### src/core/tmr_params.svh
// Register offsets, field positions, masks, reset values, counter limits and prescaler width of the 8-bit timer
`ifndef TMR_PARAMS_SVH
`define TMR_PARAMS_SVH
`define TMR_ADDR_W 8
`define TMR_OFS_CTRL_A 8'h44
`define TMR_OFS_CTRL_B 8'h45
`define TMR_OFS_COUNT 8'h46
`define TMR_OFS_CMP_A 8'h47
`define TMR_OFS_CMP_B 8'h48
`define TMR_OFS_FLAGS 8'h35
`define TMR_OFS_MASK 8'h6E
`define TMR_RST_BYTE 8'h00
`define TMR_MAX 8'hFF
`define TMR_BOTTOM 8'h00
`define TMR_B_FORCE_A 7
`define TMR_B_FORCE_B 6
`define TMR_B_MODE_HI 3
`define TMR_A_OUT_A_HI 7
`define TMR_A_OUT_B_HI 5
`define TMR_BIT_B 2
`define TMR_BIT_A 1
`define TMR_BIT_WRAP 0
`define TMR_CTRL_A_MASK 8'hF3
`define TMR_CTRL_B_MASK 8'h0F
`define TMR_LOW3_MASK 8'h07
`define TMR_PRE_W 10
`endif
`default_nettype none
`default_nettype wire

### src/core/tmr_pkg.sv
// Types shared by the timer modules
`default_nettype none
package tmr_pkg;
   // Clock source codes
   typedef enum logic [2:0] {
      TMR_CS_STOP, TMR_CS_DIV1, TMR_CS_DIV8, TMR_CS_DIV64,
      TMR_CS_DIV256, TMR_CS_DIV1024, TMR_CS_EXT_FALL, TMR_CS_EXT_RISE
   } tmr_cs_e;
   // Output actions on a match in non-PWM modes
   typedef enum logic [1:0] {TMR_OM_OFF, TMR_OM_TOGGLE, TMR_OM_CLEAR, TMR_OM_SET} tmr_om_e;
endpackage : tmr_pkg
`default_nettype wire

### src/core/tmr_core.sv
// 8-bit timer/counter: registers, counter, modes and flags
//
// Implementation choice: strobed register access.
`include "tmr_params.svh"
`default_nettype none
module tmr_core
   import tmr_pkg::*;
(
   // Clock and reset
   input wire logic mclk_i,
   input wire logic sys_rst_i,
   // Register port
   input wire logic [`TMR_ADDR_W-1:0] reg_addr_i,
   input wire logic [7:0] reg_wdata_i,
   input wire logic reg_wr_i,
   input wire logic reg_rd_i,
   output logic [7:0] reg_rdata_o,
   // Interrupt side
   input wire logic global_irq_en_i,
   input wire logic [2:0] vector_ack_i,
   output logic irq_match_b_o,
   output logic irq_match_a_o,
   output logic irq_wrap_o,
   // Pins
   input wire logic ext_count_pin_i,
   output logic wave_out_a_o,
   output logic wave_oe_a_o,
   output logic wave_out_b_o,
   output logic wave_oe_b_o
);
   logic [7:0] ctrl_a_q, ctrl_a_d, ctrl_b_q, ctrl_b_d, cnt_q, cnt_d;
   logic [7:0] cmp_a_q, cmp_a_d, cmp_b_q, cmp_b_d, buf_a_q, buf_a_d, buf_b_q, buf_b_d;
   logic [2:0] flags_q, flags_d, mask_q, mask_d;
   logic [7:0] rdata_q, rdata_d;
   logic down_q, down_d, blk_q, blk_d;
   logic tick, pwm, fast, phase, top_is_a, at_top, at_bottom, wrap_ev;
   logic match_a, match_b, upd, force_a, force_b;
   logic [2:0] mode;
   logic [7:0] top;

   // Register write hit
   function automatic logic hit(input logic [`TMR_ADDR_W-1:0] ofs);
      hit = reg_wr_i && (reg_addr_i == ofs);
   endfunction

   ////////////////////////////////////////////////////////////////////////
   // Tick source
   tmr_tick_gen u_tick (
      .mclk_i(mclk_i),
      .sys_rst_i(sys_rst_i),
      .clock_source_sel_i(ctrl_b_q[2:0]),
      .ext_count_pin_i(ext_count_pin_i),
      .timer_tick_o(tick)
   );

   ////////////////////////////////////////////////////////////////////////
   // Mode decode
   always_comb
   begin
      mode = {ctrl_b_q[`TMR_B_MODE_HI], ctrl_a_q[1:0]};
      if (mode == 3'b100 || mode == 3'b110)
         mode = 3'b000;
      phase = (mode[1:0] == 2'b01);
      fast = (mode[1:0] == 2'b11);
      pwm = phase || fast;
      top_is_a = (mode == 3'b010) || mode[2];
      top = top_is_a ? cmp_a_q : `TMR_MAX;
      at_top = (cnt_q == top);
      at_bottom = (cnt_q == `TMR_BOTTOM);
      // Compare buffer update point
      upd = pwm ? (phase ? at_top : at_bottom) : 1'b1;
      // Wrap event per mode, checked on ticks
      if (phase)
         wrap_ev = at_bottom;
      else if (mode == 3'b111)
         wrap_ev = at_top;
      else
         wrap_ev = (cnt_q == `TMR_MAX);
      wrap_ev = wrap_ev && tick;
      match_a = tick && !blk_q && (cnt_q == cmp_a_q);
      match_b = tick && !blk_q && (cnt_q == cmp_b_q);
      force_a = hit(`TMR_OFS_CTRL_B) && reg_wdata_i[`TMR_B_FORCE_A] && !pwm;
      force_b = hit(`TMR_OFS_CTRL_B) && reg_wdata_i[`TMR_B_FORCE_B] && !pwm;
   end

   ////////////////////////////////////////////////////////////////////////
   // Next register and counter values
   always_comb
   begin
      ctrl_a_d = ctrl_a_q;
      ctrl_b_d = ctrl_b_q;
      mask_d = mask_q;
      buf_a_d = buf_a_q;
      buf_b_d = buf_b_q;
      cnt_d = cnt_q;
      down_d = down_q;
      blk_d = blk_q;
      if (hit(`TMR_OFS_CTRL_A))
         ctrl_a_d = reg_wdata_i & `TMR_CTRL_A_MASK;
      if (hit(`TMR_OFS_CTRL_B))
         ctrl_b_d = reg_wdata_i & `TMR_CTRL_B_MASK;
      if (hit(`TMR_OFS_MASK))
         mask_d = reg_wdata_i[2:0];
      if (hit(`TMR_OFS_CMP_A))
         buf_a_d = reg_wdata_i;
      if (hit(`TMR_OFS_CMP_B))
         buf_b_d = reg_wdata_i;
      // Counter advances only on tick; forced strobes never clear it
      if (tick)
      begin
         blk_d = 1'b0;
         if (phase)
         begin
            if (!down_q && at_top)
            begin
               down_d = 1'b1;
               cnt_d = cnt_q - 8'h01;
            end
            else if (down_q && at_bottom)
            begin
               down_d = 1'b0;
               cnt_d = cnt_q + 8'h01;
            end
            else
               cnt_d = down_q ? cnt_q - 8'h01 : cnt_q + 8'h01;
         end
         else if (top_is_a && at_top)
            cnt_d = `TMR_BOTTOM;
         else
            cnt_d = cnt_q + 8'h01;
      end
      if (!phase)
         down_d = 1'b0;
      if (hit(`TMR_OFS_COUNT))
      begin
         cnt_d = reg_wdata_i;
         blk_d = 1'b1;
      end
   end

   // Compare values take effect at the mode's update point
   always_comb
   begin
      cmp_a_d = upd ? buf_a_d : cmp_a_q;
      cmp_b_d = upd ? buf_b_d : cmp_b_q;
   end

   // Flags: hardware set wins over acknowledge or write-one clear
   always_comb
   begin
      flags_d = flags_q & ~vector_ack_i;
      if (hit(`TMR_OFS_FLAGS))
         flags_d = flags_d & ~reg_wdata_i[2:0];
      flags_d[`TMR_BIT_B] = flags_d[`TMR_BIT_B] | match_b;
      flags_d[`TMR_BIT_A] = flags_d[`TMR_BIT_A] | match_a;
      flags_d[`TMR_BIT_WRAP] = flags_d[`TMR_BIT_WRAP] | wrap_ev;
   end

   // Read data, one cycle after the strobe
   always_comb
   begin
      rdata_d = 8'h00;
      if (reg_rd_i)
      begin
         unique case (reg_addr_i)
            `TMR_OFS_CTRL_A: rdata_d = ctrl_a_q;
            `TMR_OFS_CTRL_B: rdata_d = ctrl_b_q;
            `TMR_OFS_COUNT: rdata_d = cnt_q;
            `TMR_OFS_CMP_A: rdata_d = buf_a_q;
            `TMR_OFS_CMP_B: rdata_d = buf_b_q;
            `TMR_OFS_FLAGS: rdata_d = {5'h00, flags_q};
            `TMR_OFS_MASK: rdata_d = {5'h00, mask_q};
            default: rdata_d = 8'h00;
         endcase
      end
   end

   ////////////////////////////////////////////////////////////////////////
   // State registers
   always_ff @(posedge mclk_i)
   begin
      if (sys_rst_i)
      begin
         ctrl_a_q <= `TMR_RST_BYTE;
         ctrl_b_q <= `TMR_RST_BYTE;
         cnt_q <= `TMR_RST_BYTE;
         cmp_a_q <= `TMR_RST_BYTE;
         cmp_b_q <= `TMR_RST_BYTE;
         buf_a_q <= `TMR_RST_BYTE;
         buf_b_q <= `TMR_RST_BYTE;
         flags_q <= 3'h0;
         mask_q <= 3'h0;
         rdata_q <= `TMR_RST_BYTE;
         down_q <= 1'b0;
         blk_q <= 1'b0;
      end
      else
      begin
         ctrl_a_q <= ctrl_a_d;
         ctrl_b_q <= ctrl_b_d;
         cnt_q <= cnt_d;
         cmp_a_q <= cmp_a_d;
         cmp_b_q <= cmp_b_d;
         buf_a_q <= buf_a_d;
         buf_b_q <= buf_b_d;
         flags_q <= flags_d;
         mask_q <= mask_d;
         rdata_q <= rdata_d;
         down_q <= down_d;
         blk_q <= blk_d;
      end
   end

   assign reg_rdata_o = rdata_q;

   // Interrupt requests
   assign irq_match_b_o = global_irq_en_i & mask_q[`TMR_BIT_B] & flags_q[`TMR_BIT_B];
   assign irq_match_a_o = global_irq_en_i & mask_q[`TMR_BIT_A] & flags_q[`TMR_BIT_A];
   assign irq_wrap_o = global_irq_en_i & mask_q[`TMR_BIT_WRAP] & flags_q[`TMR_BIT_WRAP];

   ////////////////////////////////////////////////////////////////////////
   // Waveform units
   tmr_wave_unit u_wave_a (
      .mclk_i(mclk_i),
      .sys_rst_i(sys_rst_i),
      .match_i(match_a),
      .force_i(force_a),
      .pwm_i(pwm),
      .fast_i(fast),
      .at_bottom_i(at_bottom && tick),
      .up_i(!down_q),
      .out_mode_i(ctrl_a_q[`TMR_A_OUT_A_HI -: 2]),
      .wave_out_o(wave_out_a_o),
      .wave_oe_o(wave_oe_a_o)
   );

   tmr_wave_unit u_wave_b (
      .mclk_i(mclk_i),
      .sys_rst_i(sys_rst_i),
      .match_i(match_b),
      .force_i(force_b),
      .pwm_i(pwm),
      .fast_i(fast),
      .at_bottom_i(at_bottom && tick),
      .up_i(!down_q),
      .out_mode_i(ctrl_a_q[`TMR_A_OUT_B_HI -: 2]),
      .wave_out_o(wave_out_b_o),
      .wave_oe_o(wave_oe_b_o)
   );
endmodule // tmr_core
`default_nettype wire

### src/core/tmr_tick_gen.sv
// Timer tick source: prescaler taps and synchronised external count pin
`include "tmr_params.svh"
`default_nettype none
module tmr_tick_gen
   import tmr_pkg::*;
(
   // Clock and reset
   input wire logic mclk_i,
   input wire logic sys_rst_i,
   // Control
   input wire logic [2:0] clock_source_sel_i,
   input wire logic ext_count_pin_i,
   // Tick
   output logic timer_tick_o
);
   logic [`TMR_PRE_W-1:0] pre_q, pre_d;
   logic sync1_q, sync2_q, prev_q;
   logic sync1_d, sync2_d, prev_d;
   logic running;

   ////////////////////////////////////////////////////////////////////////
   // Next-state: prescaler runs while any clock source is chosen
   always_comb
   begin
      running = (clock_source_sel_i != TMR_CS_STOP);
      pre_d = running ? pre_q + `TMR_PRE_W'(1) : '0;
      sync1_d = ext_count_pin_i;
      sync2_d = sync1_q;
      prev_d = sync2_q;
   end

   // Registers
   always_ff @(posedge mclk_i)
   begin
      if (sys_rst_i)
      begin
         pre_q <= '0;
         sync1_q <= 1'b0;
         sync2_q <= 1'b0;
         prev_q <= 1'b0;
      end
      else
      begin
         pre_q <= pre_d;
         sync1_q <= sync1_d;
         sync2_q <= sync2_d;
         prev_q <= prev_d;
      end
   end

   // Tick selection, a one-cycle enable
   always_comb
   begin
      unique case (tmr_cs_e'(clock_source_sel_i))
         TMR_CS_STOP: timer_tick_o = 1'b0;
         TMR_CS_DIV1: timer_tick_o = 1'b1;
         TMR_CS_DIV8: timer_tick_o = (pre_q[2:0] == 3'h7);
         TMR_CS_DIV64: timer_tick_o = (pre_q[5:0] == 6'h3F);
         TMR_CS_DIV256: timer_tick_o = (pre_q[7:0] == 8'hFF);
         TMR_CS_DIV1024: timer_tick_o = (pre_q == 10'h3FF);
         TMR_CS_EXT_FALL: timer_tick_o = prev_q & ~sync2_q;
         TMR_CS_EXT_RISE: timer_tick_o = ~prev_q & sync2_q;
      endcase
   end
endmodule // tmr_tick_gen
`default_nettype wire

### src/core/tmr_wave_unit.sv
// One compare channel: action on a match from the core and waveform output
`include "tmr_params.svh"
`default_nettype none
module tmr_wave_unit
   import tmr_pkg::*;
(
   // Clock and reset
   input wire logic mclk_i,
   input wire logic sys_rst_i,
   // Match inputs
   input wire logic match_i,
   input wire logic force_i,
   input wire logic pwm_i,
   input wire logic fast_i,
   input wire logic at_bottom_i,
   input wire logic up_i,
   input wire logic [1:0] out_mode_i,
   // Pin
   output logic wave_out_o,
   output logic wave_oe_o
);
   logic wave_q, wave_d;

   ////////////////////////////////////////////////////////////////////////
   // Next waveform level
   always_comb
   begin
      wave_d = wave_q;
      if (!pwm_i)
      begin
         if (match_i || force_i)
         begin
            unique case (tmr_om_e'(out_mode_i))
               TMR_OM_OFF: wave_d = wave_q;
               TMR_OM_TOGGLE: wave_d = ~wave_q;
               TMR_OM_CLEAR: wave_d = 1'b0;
               TMR_OM_SET: wave_d = 1'b1;
            endcase
         end
      end
      else if (out_mode_i[1])
      begin
         if (fast_i && at_bottom_i)
            wave_d = ~out_mode_i[0];
         else if (match_i)
            wave_d = fast_i ? out_mode_i[0] : (up_i ~^ out_mode_i[0]);
      end
      else if (out_mode_i[0] && match_i)
         wave_d = ~wave_q;
   end

   // Register
   always_ff @(posedge mclk_i)
   begin
      if (sys_rst_i)
         wave_q <= 1'b0;
      else
         wave_q <= wave_d;
   end

   assign wave_out_o = wave_q;
   assign wave_oe_o = (out_mode_i != 2'b00);
endmodule // tmr_wave_unit
`default_nettype wire

### config.mk
export PLATFORM = sky130hd
export DESIGN_NAME = tmr_core
export DESIGN_NICKNAME = d
export VERILOG_FILES = /design/src/core/tmr_pkg.sv /design/src/core/tmr_core.sv /design/src/core/tmr_tick_gen.sv /design/src/core/tmr_wave_unit.sv
export VERILOG_INCLUDE_DIRS = /design/src /design/src/core
export SDC_FILE = /design/constraint.sdc
export NUM_CORES = 1
export LEC_CHECK = 0
export BUFFER_PORTS_ARGS = -buffer_cell sky130_fd_sc_hd__buf_4
export CORE_UTILIZATION = 50
export CTS_BUF_LIST = sky130_fd_sc_hd__clkbuf_4
export DETAILED_ROUTE_END_ITERATION = 8
export PLACE_DENSITY = 0.67
export SLEW_MARGIN = 20
export SYNTH_ARGS = -nofsm -noshare
export SYNTH_HDL_FRONTEND = slang
export SYNTH_SLANG_ARGS = --single-unit
### constraint.sdc
create_clock -name mclk_i -period 5 [get_ports mclk_i]
set_clock_uncertainty 0.1 [all_clocks]
set_input_delay 0.5 -clock mclk_i [delete_from_list [all_inputs] [get_ports mclk_i]]
set_output_delay 0.5 -clock mclk_i [all_outputs]
set_load 0.01 [all_outputs]
-- Word level (Yosys, flattened, before mapping)
Cells that the tools add are included.
- add/sub/neg operators: 3
- equal/unequal tests: 40
- mux-type cells: 38
- bitwise gates (word level): 26
- reductions and logical operators: 47
- operators by type and width (cell ; count):
    $mux W8 ; 10
    $pmux W8 S7 ; 1
    $eq A8 B7 Y1 const B ; 6
    $eq A3 B3 Y1 const B ; 8
    $eq A8 B8 Y1 ; 3
    $logic_and A1 B1 Y1 ; 22
    $mux W1 ; 22
    $eq A8 B8 Y1 const B ; 2
    $reduce_bool A2 Y1 ; 6
    $add A10 B1 Y10 const B ; 1
    $eq A10 B10 Y1 const B ; 1
    $eq A2 B2 Y1 const B ; 5
    $eq A3 B2 Y1 const B ; 3
    $not A1 Y1 ; 9
    $add A8 B1 Y8 const B ; 1
    $and A1 B1 Y1 ; 8
    $eq A8 B6 Y1 const B ; 1
    $logic_not A8 Y1 ; 1
    $ne A4 B4 Y1 const B ; 2
    $pmux W1 S8 ; 1
    $reduce_and A4 Y1 ; 2
    $sub A8 B1 Y8 const B ; 1
    $and A3 B3 Y3 ; 2
    $eq A2 B1 Y1 const B ; 3
    other kinds (18) ; 33
- register bits after elaboration: 81
- input port bits: 25
- output and inout bits: 15
- logic and storage cells: 172

-- Logic depth before layout (Yosys ltp)
- depth after elaboration: 12
- gate-level depth with buffers: 11

-- Hierarchy
From an unflattened synthesis, not the netlist that was laid out.
- cell total of the unflattened synthesis: 517
- area total of the unflattened synthesis: 4465.5 sq um
- by module, submodules not included (module ; times used ; cells each ; area an instance (sq um)):
    tmr_core ; 1 ; 425 ; 3678.5
    tmr_tick_gen ; 1 ; 62 ; 559.3
    tmr_wave_unit ; 2 ; 15 ; 113.9

-- Worst setup path after synthesis
No wires, ideal clock.
- path type: input to register
- start point: in reg_addr_i[5]
- end point: reg cmp_b_q[7]
- library setup time: 0.086 ns
- arrival time: 2.277 ns
- path slack: 2.538 ns
- cell stages on the path: 6
- path buffers: 1
- cells stage by stage: or4b_1 nor4bb_1 clkbuf_1 nand2_1 mux2i_1 a211oi_1
- cells in the longest elaborated chain, start to end: 3
- ends and longest elaborated chain (what ; RTL line ; text):
    start, declared ; tmr_core.sv:13 ; input wire logic [`TMR_ADDR_W-1:0] reg_addr_i,
    $eq A8 B7 Y1 ; tmr_core.sv:43 ; hit = reg_wr_i && (reg_addr_i == ofs);
    $logic_and A1 B1 Y1 ; tmr_core.sv:43 ;
    $mux W8 ; tmr_core.sv:106 ; if (hit(`TMR_OFS_CMP_B))
    end signal, assigned ; tmr_core.sv:188 ; cmp_b_q <= `TMR_RST_BYTE;
    end signal, assigned ; tmr_core.sv:203 ; cmp_b_q <= cmp_b_d;
    end, declared ; tmr_core.sv:32 ; logic [7:0] cmp_a_q, cmp_a_d, cmp_b_q, cmp_b_d, buf_a_q, buf_a_d, buf_b_q, buf_b_d;
No other way between the ends.
A chain may end at the register's enable or synchronous reset.

-- Final worst setup path
- start point: reg cnt_q[6]
- end point: reg cnt_q[5]
- cells in the longest elaborated chain, start to end: 7
- elaborated cells on any way between the ends: 11
- classes of those cells: eq/ne (1); mux (6); reduce/logical (4)
- ends and longest elaborated chain (what ; RTL line ; text):
    start, declared ; tmr_core.sv:31 ; logic [7:0] ctrl_a_q, ctrl_a_d, ctrl_b_q, ctrl_b_d, cnt_q, cnt_d;
    start signal, assigned ; tmr_core.sv:186 ; cnt_q <= `TMR_RST_BYTE;
    start signal, assigned ; tmr_core.sv:201 ; cnt_q <= cnt_d;
    $logic_not A8 Y1 (no source line) ; - ;
    $logic_and A1 B1 Y1 ; tmr_core.sv:119 ; else if (down_q && at_bottom)
    $mux W8 ; tmr_core.sv:119 ;
    $mux W8 ; tmr_core.sv:114 ; if (!down_q && at_top)
    $mux W8 (*) ; tmr_core.sv:112 ; if (phase)
    $mux W8 (*) ; tmr_core.sv:109 ; if (tick)
    $mux W8 (*) ; tmr_core.sv:134 ; if (hit(`TMR_OFS_COUNT))
Every way passes the cells marked *; elsewhere a longest branch is shown, timed or not. The select of a mux whose other input is x is not followed.

==> results by group <==
Setup path
  • Crit path cell chain: nor2b_1 > a2111oi_4 > nand4b_1 > or3_1 > and3_1 > a2111oi_0 > nor4_1
  • CP Capture Type: flop
  • Worst path slowest cell: dfxtp_1
  • CP max FO: 12
  • CP bufs+invs: 0
  • Critical path type: reg2reg
  • Delay-heaviest family, CP: simple AND/OR/NAND/NOR gates
  • Startpoint type of the worst setup path: flop
  • CP required: 5.19 ns
  • CP peak stage delay: 0.68 ns
  • WP data arrival: 3.15 ns

STA
  • Worst Max-Slew Pin Slew: 0.748 ns
  • Final Max Slew Viols: 0
  • FMAX: 338 MHz
  • RSZ-0062 raised after global routing: false
  • # setup viols final: 0
  • Slew headroom: 49.8%
  • Setup TNS: 0 ns
  • Final Hold Fails: 0
  • Crit share post-route: 59.2%
  • Final Critical Period: 2.96 ns

CTS
  • Post-CTS Resized: 0
  • CTS Buf Count: 9
  • Root Driver: clkbuf_4
  • Htree depth: 3
  • Clock-pin slew on the worst setup and hold paths: 0.13 ns
  • Longest Clk Path Bufs: 2
  • Clk_lat worst skew: 0.44 ns
  • Post-CTS Setup Bufs: 0
  • Cts hold-fix bufs: 0
  • CTS tree: yes
  • Clock Sink Count: 81

Layout
  • Share of cells above drive strength 1: 13.1%
  • Non-Filler Instances: 633
  • Area growth, synth to finish: 10.6%
  • Fin nets: 553
  • # diodes: 0

Floorplanning
  • Core Area: 8220 sq um
  • Die Area: 8880 sq um
  • Die Wd: 94.2 um
  • Starting density of the core: 51.8%
  • Die height: 94.2 um
  • Io pins: 40
  • Floorplan row count: 33

Run
  • MaxCap Viol Count: 0

Synth
  • Async SR Flop Fraction: 0%
  • YS warnings: 0
  • Register area share after synthesis: 38.1%
  • Mean Syn Cell Area: 8.42 sq um
  • Synth top area share: 38.1%
  • Primary FF master, synth: dfxtp_1
  • Largest area contributor in the netlist: dfxtp_1
  • Synth Net Count: 535
  • Synthesized flop and latch total: 81
  • Synth cell types: 63
  • Post-Synthesis Cells: 505
  • Top cells by area, synth: dfxtp_1 38%, nor2_1 6.0%, mux2i_1 5.9%
  • Synth Cell Area: 4250 sq um
  • Number of synthesized flops with an enable pin: 0

Place
  • Final HPWL DP: 8600 um
  • Port bufs: 39
  • Inst Count DP: 616
  • Placer Congestion: 0.925

GRT
  • Wire length of the first global-routing pass: 19500 um
  • Pin count of the biggest net entering global routing: 63
  • Number of global-route vias before repair: 3694
  • GRT Resource Usage Total: 29.1%
  • Initial antenna violation count: 0
  • Total congestion overflow: 0

Power
  • Leakage: 1.83 nW
  • VDD IR max: 0.117 mV
  • Pwr/cell area: 238 nW/um^2

Routing
  • DR vias: 4016
  • Post-Route WL: 12200 um
  • 1st-pass router iterations: 6
  • Routed len/inst: 19.2 um
  • Initial DRC count: 345
  • Drc violations: 0
  • ANT nets after route: 0
  • Via density: 6.34

Outcome
  • Status: complete, no violations

Min path
  • Worst Hold Class: in2reg
==> final timing paths <==
path	endpoint	cells past startpoint	from	slack, ns
worst max-delay path	cnt_q[5]$_SDFFE_PP0P_	7	cnt_q[6]$_SDFFE_PP0P_	2.04
worst min-delay path	u_tick.sync1_q$_SDFF_PP0_	2	ext_count_pin_i	0.18
worst max register to register	cnt_q[5]$_SDFFE_PP0P_	7	cnt_q[6]$_SDFFE_PP0P_	2.04
worst min register to register	u_tick.prev_d$_SDFF_PP0_	1	u_tick.sync1_q$_SDFF_PP0_	0.37
==> worst register-to-register path, cell delays in order, from the launching register on <==
cell and delay, ns:
dfxtp_1 0.68, nor2b_1 0.17, a2111oi_4 0.40, nand4b_1 0.29, or3_1 0.51, and3_1 0.19, a2111oi_0 0.38, nor4_1 0.11
==> registers in the layout, summed over array words and instances (netlist names) <==
register,flops
u_tick.pre_q,10
buf_a_q,8
buf_b_q,8
cmp_a_q,8
cmp_b_q,8
cnt_q,8
reg_rdata_o,8
ctrl_a_q,6
ctrl_b_q,4
flags_q,3
mask_q,3
blk_q,1
down_q,1
u_tick.prev_d,1
u_tick.prev_q,1
u_tick.sync1_q,1
u_wave_a.wave_out_o,1
u_wave_b.wave_out_o,1
==> power breakdown <==
part           total (mW)  switching [mW]  internal (mW)
Combinational      0.0679          0.0426         0.0254
Sequential          0.657         0.00787          0.649
Clock               0.397           0.245          0.152
Total                1.12           0.296          0.826
==> placed cells by master (no fill, tap or decap), types with 10 or more instances in the layout <==
master / count
o21ai_0: 15
nand3_1: 28
xnor2_1: 14
a21oi_1: 19
nand2_1: 37
a211oi_1: 20
dfxtp_1: 81
mux2i_1: 25
inv_1: 10
nor2_1: 68
and3_1: 10
a31oi_1: 11
buf_4: 42
==> metal layers <==
| metal | vias to the layer above | share of wire [%] | global-route usage [%] |
|---|---|---|---|
| met5 | - | 0 | 0 |
| met4 | 0 | 3.5 | 13.2 |
| met3 | 39 | 9.2 | 4.94 |
| met2 | 210 | 44 | 44.3 |
| met1 | 1885 | 43 | 40.0 |
| li1 | 1882 | - | - |
==> cell families after synthesis <==
family	share of synthesized area [%]
AND/OR/NAND/NOR	25.5
flip-flops	38.1
XOR/XNOR	3.50
buffers and inverters	4.74
adder cells (fa/ha/maj)	1.47
AO/OA/AOI/OAI	20.8
multiplexers	5.88
==> metrics by stage <==
| stage | util [%] | instance area [sq um] | worst slack [ns] | hold slack [ns] | power, mW |
|---|---|---|---|---|---|
| after floorplan | - | 4250 | 2.54 | 0.314 | 0.703 |
| after global placement | 55.3 | 4540 | 1.97 | 0.316 | 0.736 |
| after detailed placement | 55.3 | 4540 | 1.98 | 0.336 | 0.736 |
| after CTS | 57.0 | 4680 | 1.89 | 0.171 | 1.12 |
| after global routing | 57.2 | 4700 | 1.94 | 0.191 | 1.16 |
| final | 57.2 | 4700 | 2.04 | 0.177 | 1.12 |
==> final cells by class <==
cell class,count,area [sq um]
multi-input cells,376,2440
clock inverters,7,68.8
flip-flops and latches,81,1620
repair buffers,43,327
fillers,799,3510
well taps,105,131
clock buffers,9,67.6
inverters,12,45.0
==> cells in the mapped netlist, drive strengths merged, types with 3 or more instances <==
cell type and n:
dfxtp 81, nor2 68, nand2 37, nand3 28
mux2i 25, clkbuf 22, a211oi 20, a21oi 19
o21ai 15, buf 14, xnor2 14, inv 12
a31oi 11, and3 10, nor2b 9, a22oi 7
nand2b 7, nand4 7, nor3 7, a22o 6
ha 5, nand3b 5, nor3b 5, nor4 5
a222oi 4, a311oi 4, and2 4, o211ai 4
or3 4, a2111oi 3, a21o 3, o221ai 3
o31ai 3, or4 3, xor2 3
No activity file was read; power rests on OpenSTA's default activity.
